==> src/inc/cizo_cfg.svh <==
`ifndef CIZO_CFG_SVH
`define CIZO_CFG_SVH

// Opcodes decoded by the execution logic.
`define CIZO_OPC_CARRY_INV 8'hef
`define CIZO_OPC_ZERO_DIR  8'hb0
`define CIZO_OPC_ZERO_PTR  8'hb1

// Register indices; the APB byte address is four times the index.
`define CIZO_FLAGS_IDX 10'h0d5
`define CIZO_STAT_IDX  10'h0d6

// Field positions and reset values.
`define CIZO_CARRY_BIT 7
`define CIZO_BUSY_BIT  0
`define CIZO_FLAGS_RST 8'h00
`define CIZO_ZERO_BYTE 8'h00

// Each instruction handled here completes in this many cycles.
`define CIZO_EXEC_CYCLES 4

`endif

==> src/inc/cizo_pkg.sv <==
package cizo_pkg;

  // Execution sequence, one state per instruction cycle.
  typedef enum logic [2:0] {
    CIZO_IDLE,
    CIZO_C1,
    CIZO_C2,
    CIZO_C3,
    CIZO_C4
  } cizo_state_t;

  // Decoded operation.
  typedef enum logic [1:0] {
    CIZO_OP_NONE,
    CIZO_OP_CARRY,
    CIZO_OP_ZDIR,
    CIZO_OP_ZPTR
  } cizo_op_t;

endpackage

==> src/core/cizo_flag_regs.sv <==
`timescale 1ns/10ps
`include "cizo_cfg.svh"

module cizo_flag_regs (
  // Clock and reset.
  input  wire logic        pclk,
  input  wire logic        presetn,
  // APB slave.
  input  wire logic [11:0] paddr,
  input  wire logic        psel,
  input  wire logic        penable,
  input  wire logic        pwrite,
  input  wire logic [31:0] pwdata,
  output logic      [31:0] prdata,
  output logic             pready,
  output logic             pslverr,
  // Execution side.
  input  wire logic        carry_inv,
  input  wire logic        exec_busy,
  output logic      [7:0]  flags
);
  import cizo_pkg::*;

  logic [9:0] idx;
  logic       aligned;
  logic       hit_flags;
  logic       hit_stat;
  logic       setup;
  logic       flag_wr;

  // Decode of the word index and the setup phase.
  assign idx       = paddr[11:2];
  assign aligned   = (paddr[1:0] == 2'h0);
  assign hit_flags = aligned && (idx == `CIZO_FLAGS_IDX);
  assign hit_stat  = aligned && (idx == `CIZO_STAT_IDX);
  assign setup     = psel && !penable;
  assign flag_wr   = psel && penable && pwrite && pready && hit_flags;

  // Zero-wait answer: ready and error are set for the access phase.
  always_ff @(posedge pclk or negedge presetn) begin
    if (!presetn) begin
      pready  <= 1'b0;
      pslverr <= 1'b0;
    end else begin
      pready  <= setup;
      pslverr <= setup && !hit_flags && !(hit_stat && !pwrite);
    end
  end

  // Read data is captured in the setup phase.
  always_ff @(posedge pclk or negedge presetn) begin
    if (!presetn) begin
      prdata <= 32'h0000_0000;
    end else if (setup && !pwrite) begin
      if (hit_flags) begin
        prdata <= {24'h00_0000, flags};
      end else if (hit_stat) begin
        prdata <= {31'h0000_0000, exec_busy};
      end else begin
        prdata <= 32'h0000_0000;
      end
    end
  end

  // Flags register; a carry inversion beats a software write of that bit.
  always_ff @(posedge pclk or negedge presetn) begin
    if (!presetn) begin
      flags <= `CIZO_FLAGS_RST;
    end else begin
      if (flag_wr) begin
        flags <= pwdata[7:0];
      end
      if (carry_inv) begin
        flags[`CIZO_CARRY_BIT] <= !flags[`CIZO_CARRY_BIT];
      end
    end
  end

endmodule // cizo_flag_regs

==> src/core/cizo_exec.sv <==
// Register access over APB was left to the implementer.
`timescale 1ns/10ps
`include "cizo_cfg.svh"

// How it works
// - The carry-invert operation writes the inverted carry back into carry.
// - Carry inversion leaves every other status flag untouched.
// - Opcode EF is carry inversion, one byte, done in four cycles.
// - The carry bit lives in the status flags register at index D5.
// - Opcode B0 writes zero to the register named by the operand.
// - Opcode B1 zeroes the register the pointer holds; pointer unchanged.
// - Neither zeroing mode alters any status flag.
module cizo_exec #(
  parameter int ADDR_W = 8,
  parameter int DATA_W = 8
) (
  // Clock and reset.
  input  wire logic              pclk,
  input  wire logic              presetn,
  // APB slave for the flags and status registers.
  input  wire logic [11:0]       paddr,
  input  wire logic              psel,
  input  wire logic              penable,
  input  wire logic              pwrite,
  input  wire logic [31:0]       pwdata,
  output logic      [31:0]       prdata,
  output logic                   pready,
  output logic                   pslverr,
  // Decoded instruction from the core.
  input  wire logic              ex_start,
  input  wire logic [7:0]        ex_opcode,
  input  wire logic [7:0]        ex_operand,
  output logic                   ex_accept,
  output logic                   ex_busy,
  output logic                   ex_done,
  // Register file read port.
  output logic                   rf_re,
  output logic      [ADDR_W-1:0] rf_raddr,
  input  wire logic [DATA_W-1:0] rf_rdata,
  // Register file write port.
  output logic                   rf_we,
  output logic      [ADDR_W-1:0] rf_waddr,
  output logic      [DATA_W-1:0] rf_wdata,
  // Status flags seen by the core.
  output logic      [7:0]        flags
);
  import cizo_pkg::*;

  // The operand byte names a register, so data is a byte and addresses are at most a byte.
  generate
    if (DATA_W != 8 || ADDR_W < 1 || ADDR_W > 8) begin : g_bad_param
      $error("cizo_exec supports DATA_W 8 and ADDR_W 1 to 8 only");
    end
  endgenerate

  cizo_state_t       state_r;
  cizo_state_t       state_nxt;
  cizo_op_t          op_r;
  cizo_op_t          op_dec;
  logic [ADDR_W-1:0] operand_r;
  logic [ADDR_W-1:0] ptr_r;
  logic              carry_inv_r;
  logic              accept;

  // Opcode decode; anything else is not taken by this block.
  always_comb begin
    unique case (ex_opcode)
      `CIZO_OPC_CARRY_INV: op_dec = CIZO_OP_CARRY;
      `CIZO_OPC_ZERO_DIR:  op_dec = CIZO_OP_ZDIR;
      `CIZO_OPC_ZERO_PTR:  op_dec = CIZO_OP_ZPTR;
      default:             op_dec = CIZO_OP_NONE;
    endcase
  end

  assign accept = ex_start && (state_r == CIZO_IDLE)
                  && (op_dec != CIZO_OP_NONE);

  // Four-cycle sequence for every accepted instruction.
  always_comb begin
    state_nxt = CIZO_IDLE;
    unique case (state_r)
      CIZO_IDLE: state_nxt = accept ? CIZO_C1 : CIZO_IDLE;
      CIZO_C1:   state_nxt = CIZO_C2;
      CIZO_C2:   state_nxt = CIZO_C3;
      CIZO_C3:   state_nxt = CIZO_C4;
      CIZO_C4:   state_nxt = CIZO_IDLE;
    endcase
  end

  // State, handshake pulses and busy level.
  always_ff @(posedge pclk or negedge presetn) begin
    if (!presetn) begin
      state_r   <= CIZO_IDLE;
      ex_accept <= 1'b0;
      ex_busy   <= 1'b0;
      ex_done   <= 1'b0;
    end else begin
      state_r   <= state_nxt;
      ex_accept <= accept;
      ex_busy   <= (state_nxt != CIZO_IDLE);
      ex_done   <= (state_r == CIZO_C4);
    end
  end

  // Latch the operation and its operand byte when taken.
  always_ff @(posedge pclk or negedge presetn) begin
    if (!presetn) begin
      op_r      <= CIZO_OP_NONE;
      operand_r <= '0;
    end else if (accept) begin
      op_r      <= op_dec;
      operand_r <= ex_operand[ADDR_W-1:0];
    end
  end

  // Pointer mode reads the named register in the first cycle only.
  always_ff @(posedge pclk or negedge presetn) begin
    if (!presetn) begin
      rf_re    <= 1'b0;
      rf_raddr <= '0;
    end else begin
      rf_re <= accept && (op_dec == CIZO_OP_ZPTR);
      if (accept) begin
        rf_raddr <= ex_operand[ADDR_W-1:0];
      end
    end
  end

  // The read answers combinationally; keep the target address.
  always_ff @(posedge pclk or negedge presetn) begin
    if (!presetn) begin
      ptr_r <= '0;
    end else if (state_r == CIZO_C1 && op_r == CIZO_OP_ZPTR) begin
      ptr_r <= rf_rdata[ADDR_W-1:0];
    end
  end

  // One zero write in the third cycle, after the pointer is known.
  always_ff @(posedge pclk or negedge presetn) begin
    if (!presetn) begin
      rf_we    <= 1'b0;
      rf_waddr <= '0;
      rf_wdata <= `CIZO_ZERO_BYTE;
    end else begin
      rf_we <= (state_r == CIZO_C2)
               && (op_r == CIZO_OP_ZDIR || op_r == CIZO_OP_ZPTR);
      rf_wdata <= `CIZO_ZERO_BYTE;
      if (state_r == CIZO_C2) begin
        rf_waddr <= (op_r == CIZO_OP_ZPTR) ? ptr_r : operand_r;
      end
    end
  end

  // Carry inversion request; zeroing never touches the flags.
  always_ff @(posedge pclk or negedge presetn) begin
    if (!presetn) begin
      carry_inv_r <= 1'b0;
    end else begin
      carry_inv_r <= (state_r == CIZO_C2)
                     && (op_r == CIZO_OP_CARRY);
    end
  end

  // Flags and status registers behind the APB slave.
  cizo_flag_regs u_regs (
    .pclk      (pclk),
    .presetn   (presetn),
    .paddr     (paddr),
    .psel      (psel),
    .penable   (penable),
    .pwrite    (pwrite),
    .pwdata    (pwdata),
    .prdata    (prdata),
    .pready    (pready),
    .pslverr   (pslverr),
    .carry_inv (carry_inv_r),
    .exec_busy (ex_busy),
    .flags     (flags)
  );

  // Helper terms for the checks below.
  logic sw_flag_wr;
  logic flags_rd_setup;
  assign sw_flag_wr = psel && penable && pwrite && pready
                      && (paddr == {`CIZO_FLAGS_IDX, 2'h0});
  assign flags_rd_setup = psel && !penable && !pwrite
                          && (paddr == {`CIZO_FLAGS_IDX, 2'h0});
endmodule // cizo_exec

==> config.mk <==
export PLATFORM = sky130hd
export DESIGN_NAME = cizo_exec
export DESIGN_NICKNAME = d
export VERILOG_FILES = /design/src/inc/cizo_pkg.sv /design/src/core/cizo_flag_regs.sv /design/src/core/cizo_exec.sv
export VERILOG_INCLUDE_DIRS = /design/src /design/src/inc
export SDC_FILE = /design/constraint.sdc
export NUM_CORES = 1
export LEC_CHECK = 0
export BUFFER_PORTS_ARGS = -buffer_cell sky130_fd_sc_hd__buf_2
export CORE_MARGIN = 3
export CORE_UTILIZATION = 47
export CTS_CLUSTER_SIZE = 30
export DETAILED_ROUTE_END_ITERATION = 8
export PLACE_DENSITY = 0.85
export SLEW_MARGIN = 25
export SYNTH_ARGS = -nofsm -noshare
export SYNTH_HDL_FRONTEND = slang
export SYNTH_SLANG_ARGS = --single-unit
==> constraint.sdc <==
create_clock -name pclk -period 4.7 [get_ports pclk]
set_input_delay 0.235 -clock pclk [delete_from_list [all_inputs] [get_ports pclk]]
set_output_delay 0.235 -clock pclk [all_outputs]
set_load 0.02 [all_outputs]
==> results of run 1 <==
## power groups by stage
stage / logic, mW / clock network (mW) / registers, mW
floorplan: 0.202 / 0 / 0.665
global placement: 0.343 / 0 / 0.610
detailed placement: 0.354 / 0 / 0.611
CTS: 0.355 / 0.262 / 0.604
global route: 0.381 / 0.291 / 0.615
finish: 0.350 / 0.254 / 0.604
## through the flow
stage / setup WS, ns / hold slack, ns
2_1_floorplan: 3.219 / -0.06059
3_3_place_gp: 2.990 / 0.3920
3_5_place_dp: 2.923 / 0.3872
4_1_cts: 2.972 / 0.05112
5_1_grt: 2.901 / 0.08872
6_report: 2.994 / 0.03183
## placed cells by master, fill, tap and decap left out, types with 2 or more instances in the layout
cell type   n
nand2_1     6
a21oi_1    10
nor4b_4     2
nand3_1     3
dfrtp_1    53
nor2_1     15
and2_1      2
inv_1       4
nor2b_1     2
buf_2      88
a22o_1      7
mux2_4      7
mux2i_1     8
o31ai_1     2
nand4b_1    2
clkinv_4    2
clkbuf_8    5
conb_1     32
mux2_2     16
## worst register-to-register path, cell delays in order (launching register included)
cell and delay (ns):
dfrtp_1 0.50, nor4b_4 0.41, o21ai_2 0.31, mux2_4 0.39
## kinds of logic after synthesis
family                 Yosys count
AO/OA/AOI/OAI                   24
XOR/XNOR                         1
buffers and inverters           40
flip-flops                      53
multiplexers                    31
other                            1
AND/OR/NAND/NOR                 47
## area by class of cell
class	instances	area (um2)	share of cell area
inverter	4	15.01	0.005080
clock buffer	5	68.82	0.02329
sequential	53	1326	0.4488
tap	67	83.83	0.02837
timing repair buffer	89	447.9	0.1516
multi-input combinational	135	991.0	0.3353
clock inverter	3	22.52	0.007621
## routing by layer
| layer | vias up | wire (um) |
|---|---|---|
| li1 | 806 | - |
| met1 | 816 | 2030 |
| met2 | 98 | 2291 |
| met3 | 6 | 542 |
| met4 | 0 | 44 |
| met5 | - | 0 |
## worst max-delay path by stage
stage | endpoint | slack, ns | cells after the start
after floorplan | ptr_r[0]$_DFFE_PN0P_ | 3.22 | 3
after global placement | rf_raddr[0]$_DFFE_PN0P_ | 2.99 | 5
after detailed placement | rf_raddr[0]$_DFFE_PN0P_ | 2.92 | 5
after CTS | ptr_r[2]$_DFFE_PN0P_ | 2.97 | 3
after global routing | rf_raddr[2]$_DFFE_PN0P_ | 2.90 | 3
final | rf_raddr[6]$_DFFE_PN0P_ | 2.99 | 3
## flip-flops by register name (all words and copies together) (netlist names)
signal	cells
state_r	3
op_r	2
rf_we	1
u_regs.flags	8
rf_raddr	8
carry_inv_r	1
u_regs.pslverr	1
u_regs.pready	1
rf_re	1
ex_accept	1
rf_waddr	8
ptr_r	8
ex_busy	1
u_regs.prdata	8
ex_done	1
==> results.yml, run 1 <==
pwr:
  max-vdd-ir-drop_mv: 0.2791
  p_total_mw: 1.208
  power.internal_uw: 776.2
  seq_power_share: 0.500
  p_sw_uw: 431.8
  leakage_nw: 1.699
  swShare: 0.3575
  comb_power_share: 0.290
  clkPwrFrac: 0.211
  p_per_area_mw_per_mm2: 408.8
detailed_routing:
  num_vias: 1726
  routed_wl_um: 4908
  wl_per_cell_um: 13.79
  ant_nets: 0
  via_per_inst: 4.848
  drc_errors: 0
  first_iter_violations: 58
  drt_pass1_iterations: 4
synthesis:
  syn_avg_cell_area_um2: 12.61
  netlist.area_leader.share: 0.5340
  synth_commonest_cells: "dfrtp_1 (53), buf_4 (33), mux2_2 (16)"
  synth.largest_area_cell: "dfrtp_1"
  ys_seq_area_frac: 0.5340
  yosysWarnings: 0
  synth_compound_area_frac: 0.06650
  ys_ff_latch: 53
  syn_area_mm2: 0.002484
  synthSimpleGateAreaFrac: 0.1335
  synthAdderAreaFrac: 0
  synth_top_family_by_area: "multiplexers"
  synth-xor-area-share: 0.003526
  ys_types: 41
  synth_most_common_cell: "dfrtp_1"
  synth_edf_count: 0
  yosys-top-cells-area: "dfrtp_1 (53%), buf_4 (10%), mux2_2 (7.3%), mux2_4 (4.2%), mux2i_1 (3.2%)"
  async_flop_share: 1.000
  synthMuxAreaShare: 0.1471
  syn_inst: 197
  synthFlopType: "dfrtp_1"
critical_path:
  max_stage_delay_ns: 0.50
  path_cells: "nor4b_4, o21ai_2, mux2_4"
  crit_arrival_ns: 1.90
  start_kind: "flip-flop"
  critPathBufInv: 0
  r2r_end: "rf_raddr[6]$_DFFE_PN0P_"
  required_ns: 4.89
  crit_type: "reg -> reg"
  cp-startpoint: "state_r[1]$_DFF_PN0_"
  worst-path-max-fanout: 11
  cp_top_family: "flip-flops"
  reg2reg_slack_ns: 2.99
  rr_worst_depth: 3
  cp-end-kind: "flip-flop"
  reg2reg_from: "state_r[1]$_DFF_PN0_"
  slowest_stage: "dfrtp_1"
clock_network:
  cts_sinks: 53
  cts_setup_buffers: 0
  clk_latency_ns: 0.31
  clk_pin_slew_ns: 0.10
  clockBufferDepth: 2
  cts_tree: "built"
  cts_resized: 0
  cts_root_buffer: "clkbuf_8"
  cts_made_buffers: 5
  hold_buffers: 0
  htreeDepth: 2
sta:
  rsz0062_at_grt: "false"
  min_period_ns: 1.706
  slew_viol_final: 0
  slew_headroom: 0.4517
  fin_crit_sh: 0.3630
  setup_tns_ns: 0
  setup_viol: 0
  hold_violations: 0
  worst_pin_slew_ns: 0.8223
  max_freq_ghz: 0.5861
  fin_worst_skew_ns: 0.01147
grt:
  grt-ovfl-total: 0
  grt_antenna_before_repair: 0
  use_met3: 0.05669
  grtUsageMet1: 0.1949
  grt_max_degree: 54
  top_usage_layer: "met2"
  grt.total_usage: 0.1603
  grt.met2_usage: 0.2733
  grt_pass1_wl_um: 7886
  grt_pass1_vias: 1669
finish:
  fillers: 401
  fin_cells: 356
  drive_gt1_frac: 0.4464
  finalNetCount: 362
  post-route-util: 0.6018
  area_growth_pct: 18.99
  antennaDiodeCount: 0
  final_area_mm2: 0.002955
place:
  dp_cells: 348
  place.gp.congestion: 0.7431
  placed_area_mm2: 0.002864
  port_buffers: 88
  dpl.hpwl_um: 3754
floorplan:
  start_util: 0.5057
  die-area_mm2: 0.006193
  dieWidth_um: 78.70
  die_h_um: 78.70
  core_mm2: 0.004911
  ioPinCount: 145
  core.rowCount: 25
min_path:
  holdCritPathClass: "in -> async"
status:
  status: "completed"
flow_run:
  maxCapViolCount: 0
(Power assumes the default switching activity.)
==> run 2, diff against run 1 <==
--- a/config.mk
+++ b/config.mk
@@ -8,10 +8,10 @@
 export LEC_CHECK = 0
 export BUFFER_PORTS_ARGS = -buffer_cell sky130_fd_sc_hd__buf_2
 export CORE_MARGIN = 3
-export CORE_UTILIZATION = 47
+export CORE_UTILIZATION = 44
 export CTS_CLUSTER_SIZE = 30
 export DETAILED_ROUTE_END_ITERATION = 8
-export PLACE_DENSITY = 0.85
+export PLACE_DENSITY = 0.81
 export SLEW_MARGIN = 25
 export SYNTH_ARGS = -nofsm -noshare
 export SYNTH_HDL_FRONTEND = slang
==> constraint.sdc (replaced) <==
create_clock -name pclk -period 1.6 [get_ports pclk]
set_input_delay 0.08 -clock pclk [delete_from_list [all_inputs] [get_ports pclk]]
set_output_delay 0.08 -clock pclk [all_outputs]
set_load 0.02 [all_outputs]
==> run 2 against run 1 <==
Non-clock buffer count is 26 higher. Clock power grew to 2.8 times the previous value. Total power grew to 3.0 times the previous value. Sequential power grew to 2.9 times the previous value. Via count is 5.0% higher. Utilization is 0.51 points higher. Setup slack worse by 2.9 ns. Fmax is 11% higher. Count of clock-buffer cells in the layout is 2 higher. Critical path depth stayed put. Highest routed layer unchanged.
==> results.yml, run 2 (synthesis results as in run 1) <==
status:
  status: "completed"
pwr:
  max-vdd-ir-drop_mv: 0.6497
  p_total_mw: 3.629
  p_per_area_mw_per_mm2: 1135
  leakage_nw: 1.804
critical_path:
  cp-end-kind: "flip-flop"
  crit_arrival_ns: 1.72
  required_ns: 1.79
  crit_type: "reg -> reg"
  worst-path-max-fanout: 10
  start_kind: "flip-flop"
sta:
  fin_crit_sh: 0.9596
  min_period_ns: 1.535
  worst_pin_slew_ns: 0.5084
  holdWs_ns: 0.01222
  setup_viol: 0
  setup_tns_ns: 0
  max_freq_ghz: 0.6513
  slew_viol_final: 0
  rsz0062_at_grt: "false"
  hold_violations: 0
  slew_headroom: 0.6582
  fin_worst_skew_ns: 0.008697
floorplan:
  core.rowCount: 26
  start_util: 0.4713
  ioPinCount: 145
  die-area_mm2: 0.006582
  die_h_um: 81.13
  core_mm2: 0.005270
  dieWidth_um: 81.13
detailed_routing:
  routed_wl_um: 5238
  drt_pass1_iterations: 4
  first_iter_violations: 32
  wl_per_cell_um: 13.61
  drc_errors: 0
  num_vias: 1813
  ant_nets: 0
  via_per_inst: 4.709
grt:
  grt.met2_usage: 0.2841
  grt_antenna_before_repair: 0
  use_met3: 0.04878
  grtUsageMet1: 0.1997
  grt.total_usage: 0.1639
  top_usage_layer: "met2"
  grt-ovfl-total: 0
  grt_pass1_vias: 1750
  grt_pass1_wl_um: 8238
  grt_max_degree: 21
clock_network:
  cts_root_buffer: "clkbuf_8"
  cts_made_buffers: 5
  cts_sinks: 53
  cts_tree: "built"
  clk_pin_slew_ns: 0.09
  htreeDepth: 2
  clk_latency_ns: 0.30
  clockBufferDepth: 2
finish:
  area_growth_pct: 28.77
  most-common-layout-cells: "buf_2 (88), dfrtp_1 (52), conb_1 (32)"
  drive_gt1_frac: 0.4349
  post-route-util: 0.6068
  antennaDiodeCount: 0
  finalNetCount: 388
  final_common_cell: "buf_2"
place:
  port_buffers: 88
  dpl.hpwl_um: 3860
  place.gp.congestion: 0.6958
min_path:
  holdCritPathClass: "in -> reg"
flow_run:
  maxCapViolCount: 0
-- run 2: final timing paths --
path / endpoint / depth (start not counted) / slack, ns / start
setup / recovery: rf_raddr[5]$_DFFE_PN0P_ / 3 / 0.06 / state_r[2]$_DFF_PN0_
hold / removal: ptr_r[3]$_DFFE_PN0P_ / 2 / 0.01 / rf_rdata[3]
setup reg to reg: rf_raddr[5]$_DFFE_PN0P_ / 3 / 0.06 / state_r[2]$_DFF_PN0_
hold reg to reg: u_regs.prdata[7]$_DFFE_PN0P_ / 1 / 0.51 / u_regs.prdata[7]$_DFFE_PN0P_
max in group asynchronous: u_regs.prdata[3]$_DFFE_PN0P_ / 3 / 0.77 / presetn
min in group asynchronous: state_r[0]$_DFF_PN0_ / 2 / 0.24 / presetn
-- run 2: metal layers --
metal / up-vias / wire [um]
li1: 860 / -
met1: 850 / 2169
met2: 101 / 2541
met3: 2 / 514
met4: 0 / 12
met5: - / 0
-- run 2: layout make-up --
cell class / instances / area, um2
Fill cell: 417 / 2072
Sequential cell: 53 / 1328
Multi-Input combinational cell: 135 / 998.5
Timing Repair Buffer: 115 / 685.7
Tap cell: 70 / 87.58
Clock buffer: 7 / 76.32
Inverter: 4 / 15.01
Clock inverter: 1 / 7.507
-- run 2: per-stage QoR --
| stage | worst slack (ns) | area (um2) | std cells |
|---|---|---|---|
| after global routing | 0.004996 | 3198 | 385 |
| after CTS | 0.001930 | 3132 | 378 |
| after floorplan | 0.1192 | 2600 | 228 |
| after global placement | -0.006540 | 2920 | 358 |
| final | 0.06458 | 3198 | 385 |
| after detailed placement | -0.03808 | 2920 | 358 |
-- run 2: repair_timing --
| item | CTS | global route |
|---|---|---|
| pin swaps | 0 | 1 |
| gates resized for setup | 1 | 1 |
| buffers inserted | 0 | 2 |
| hold buffers | 12 | 5 |
| setup endpoints to repair | 8 | 9 |
| endpoints found under the hold margin | 29 | 5 |
-- run 2: worst max-delay path, cell delays in order (launching register included) --
cell and delay (ns):
dfrtp_1 0.51, nor4b_4 0.35, o21ai_4 0.21, mux2_4 0.34
-- run 2: power breakdown --
group | internal [mW] | switching, mW
Combinational | 0.475 | 0.656
Clock | 0.310 | 0.407
Sequential | 1.57 | 0.213
Total | 2.35 | 1.28
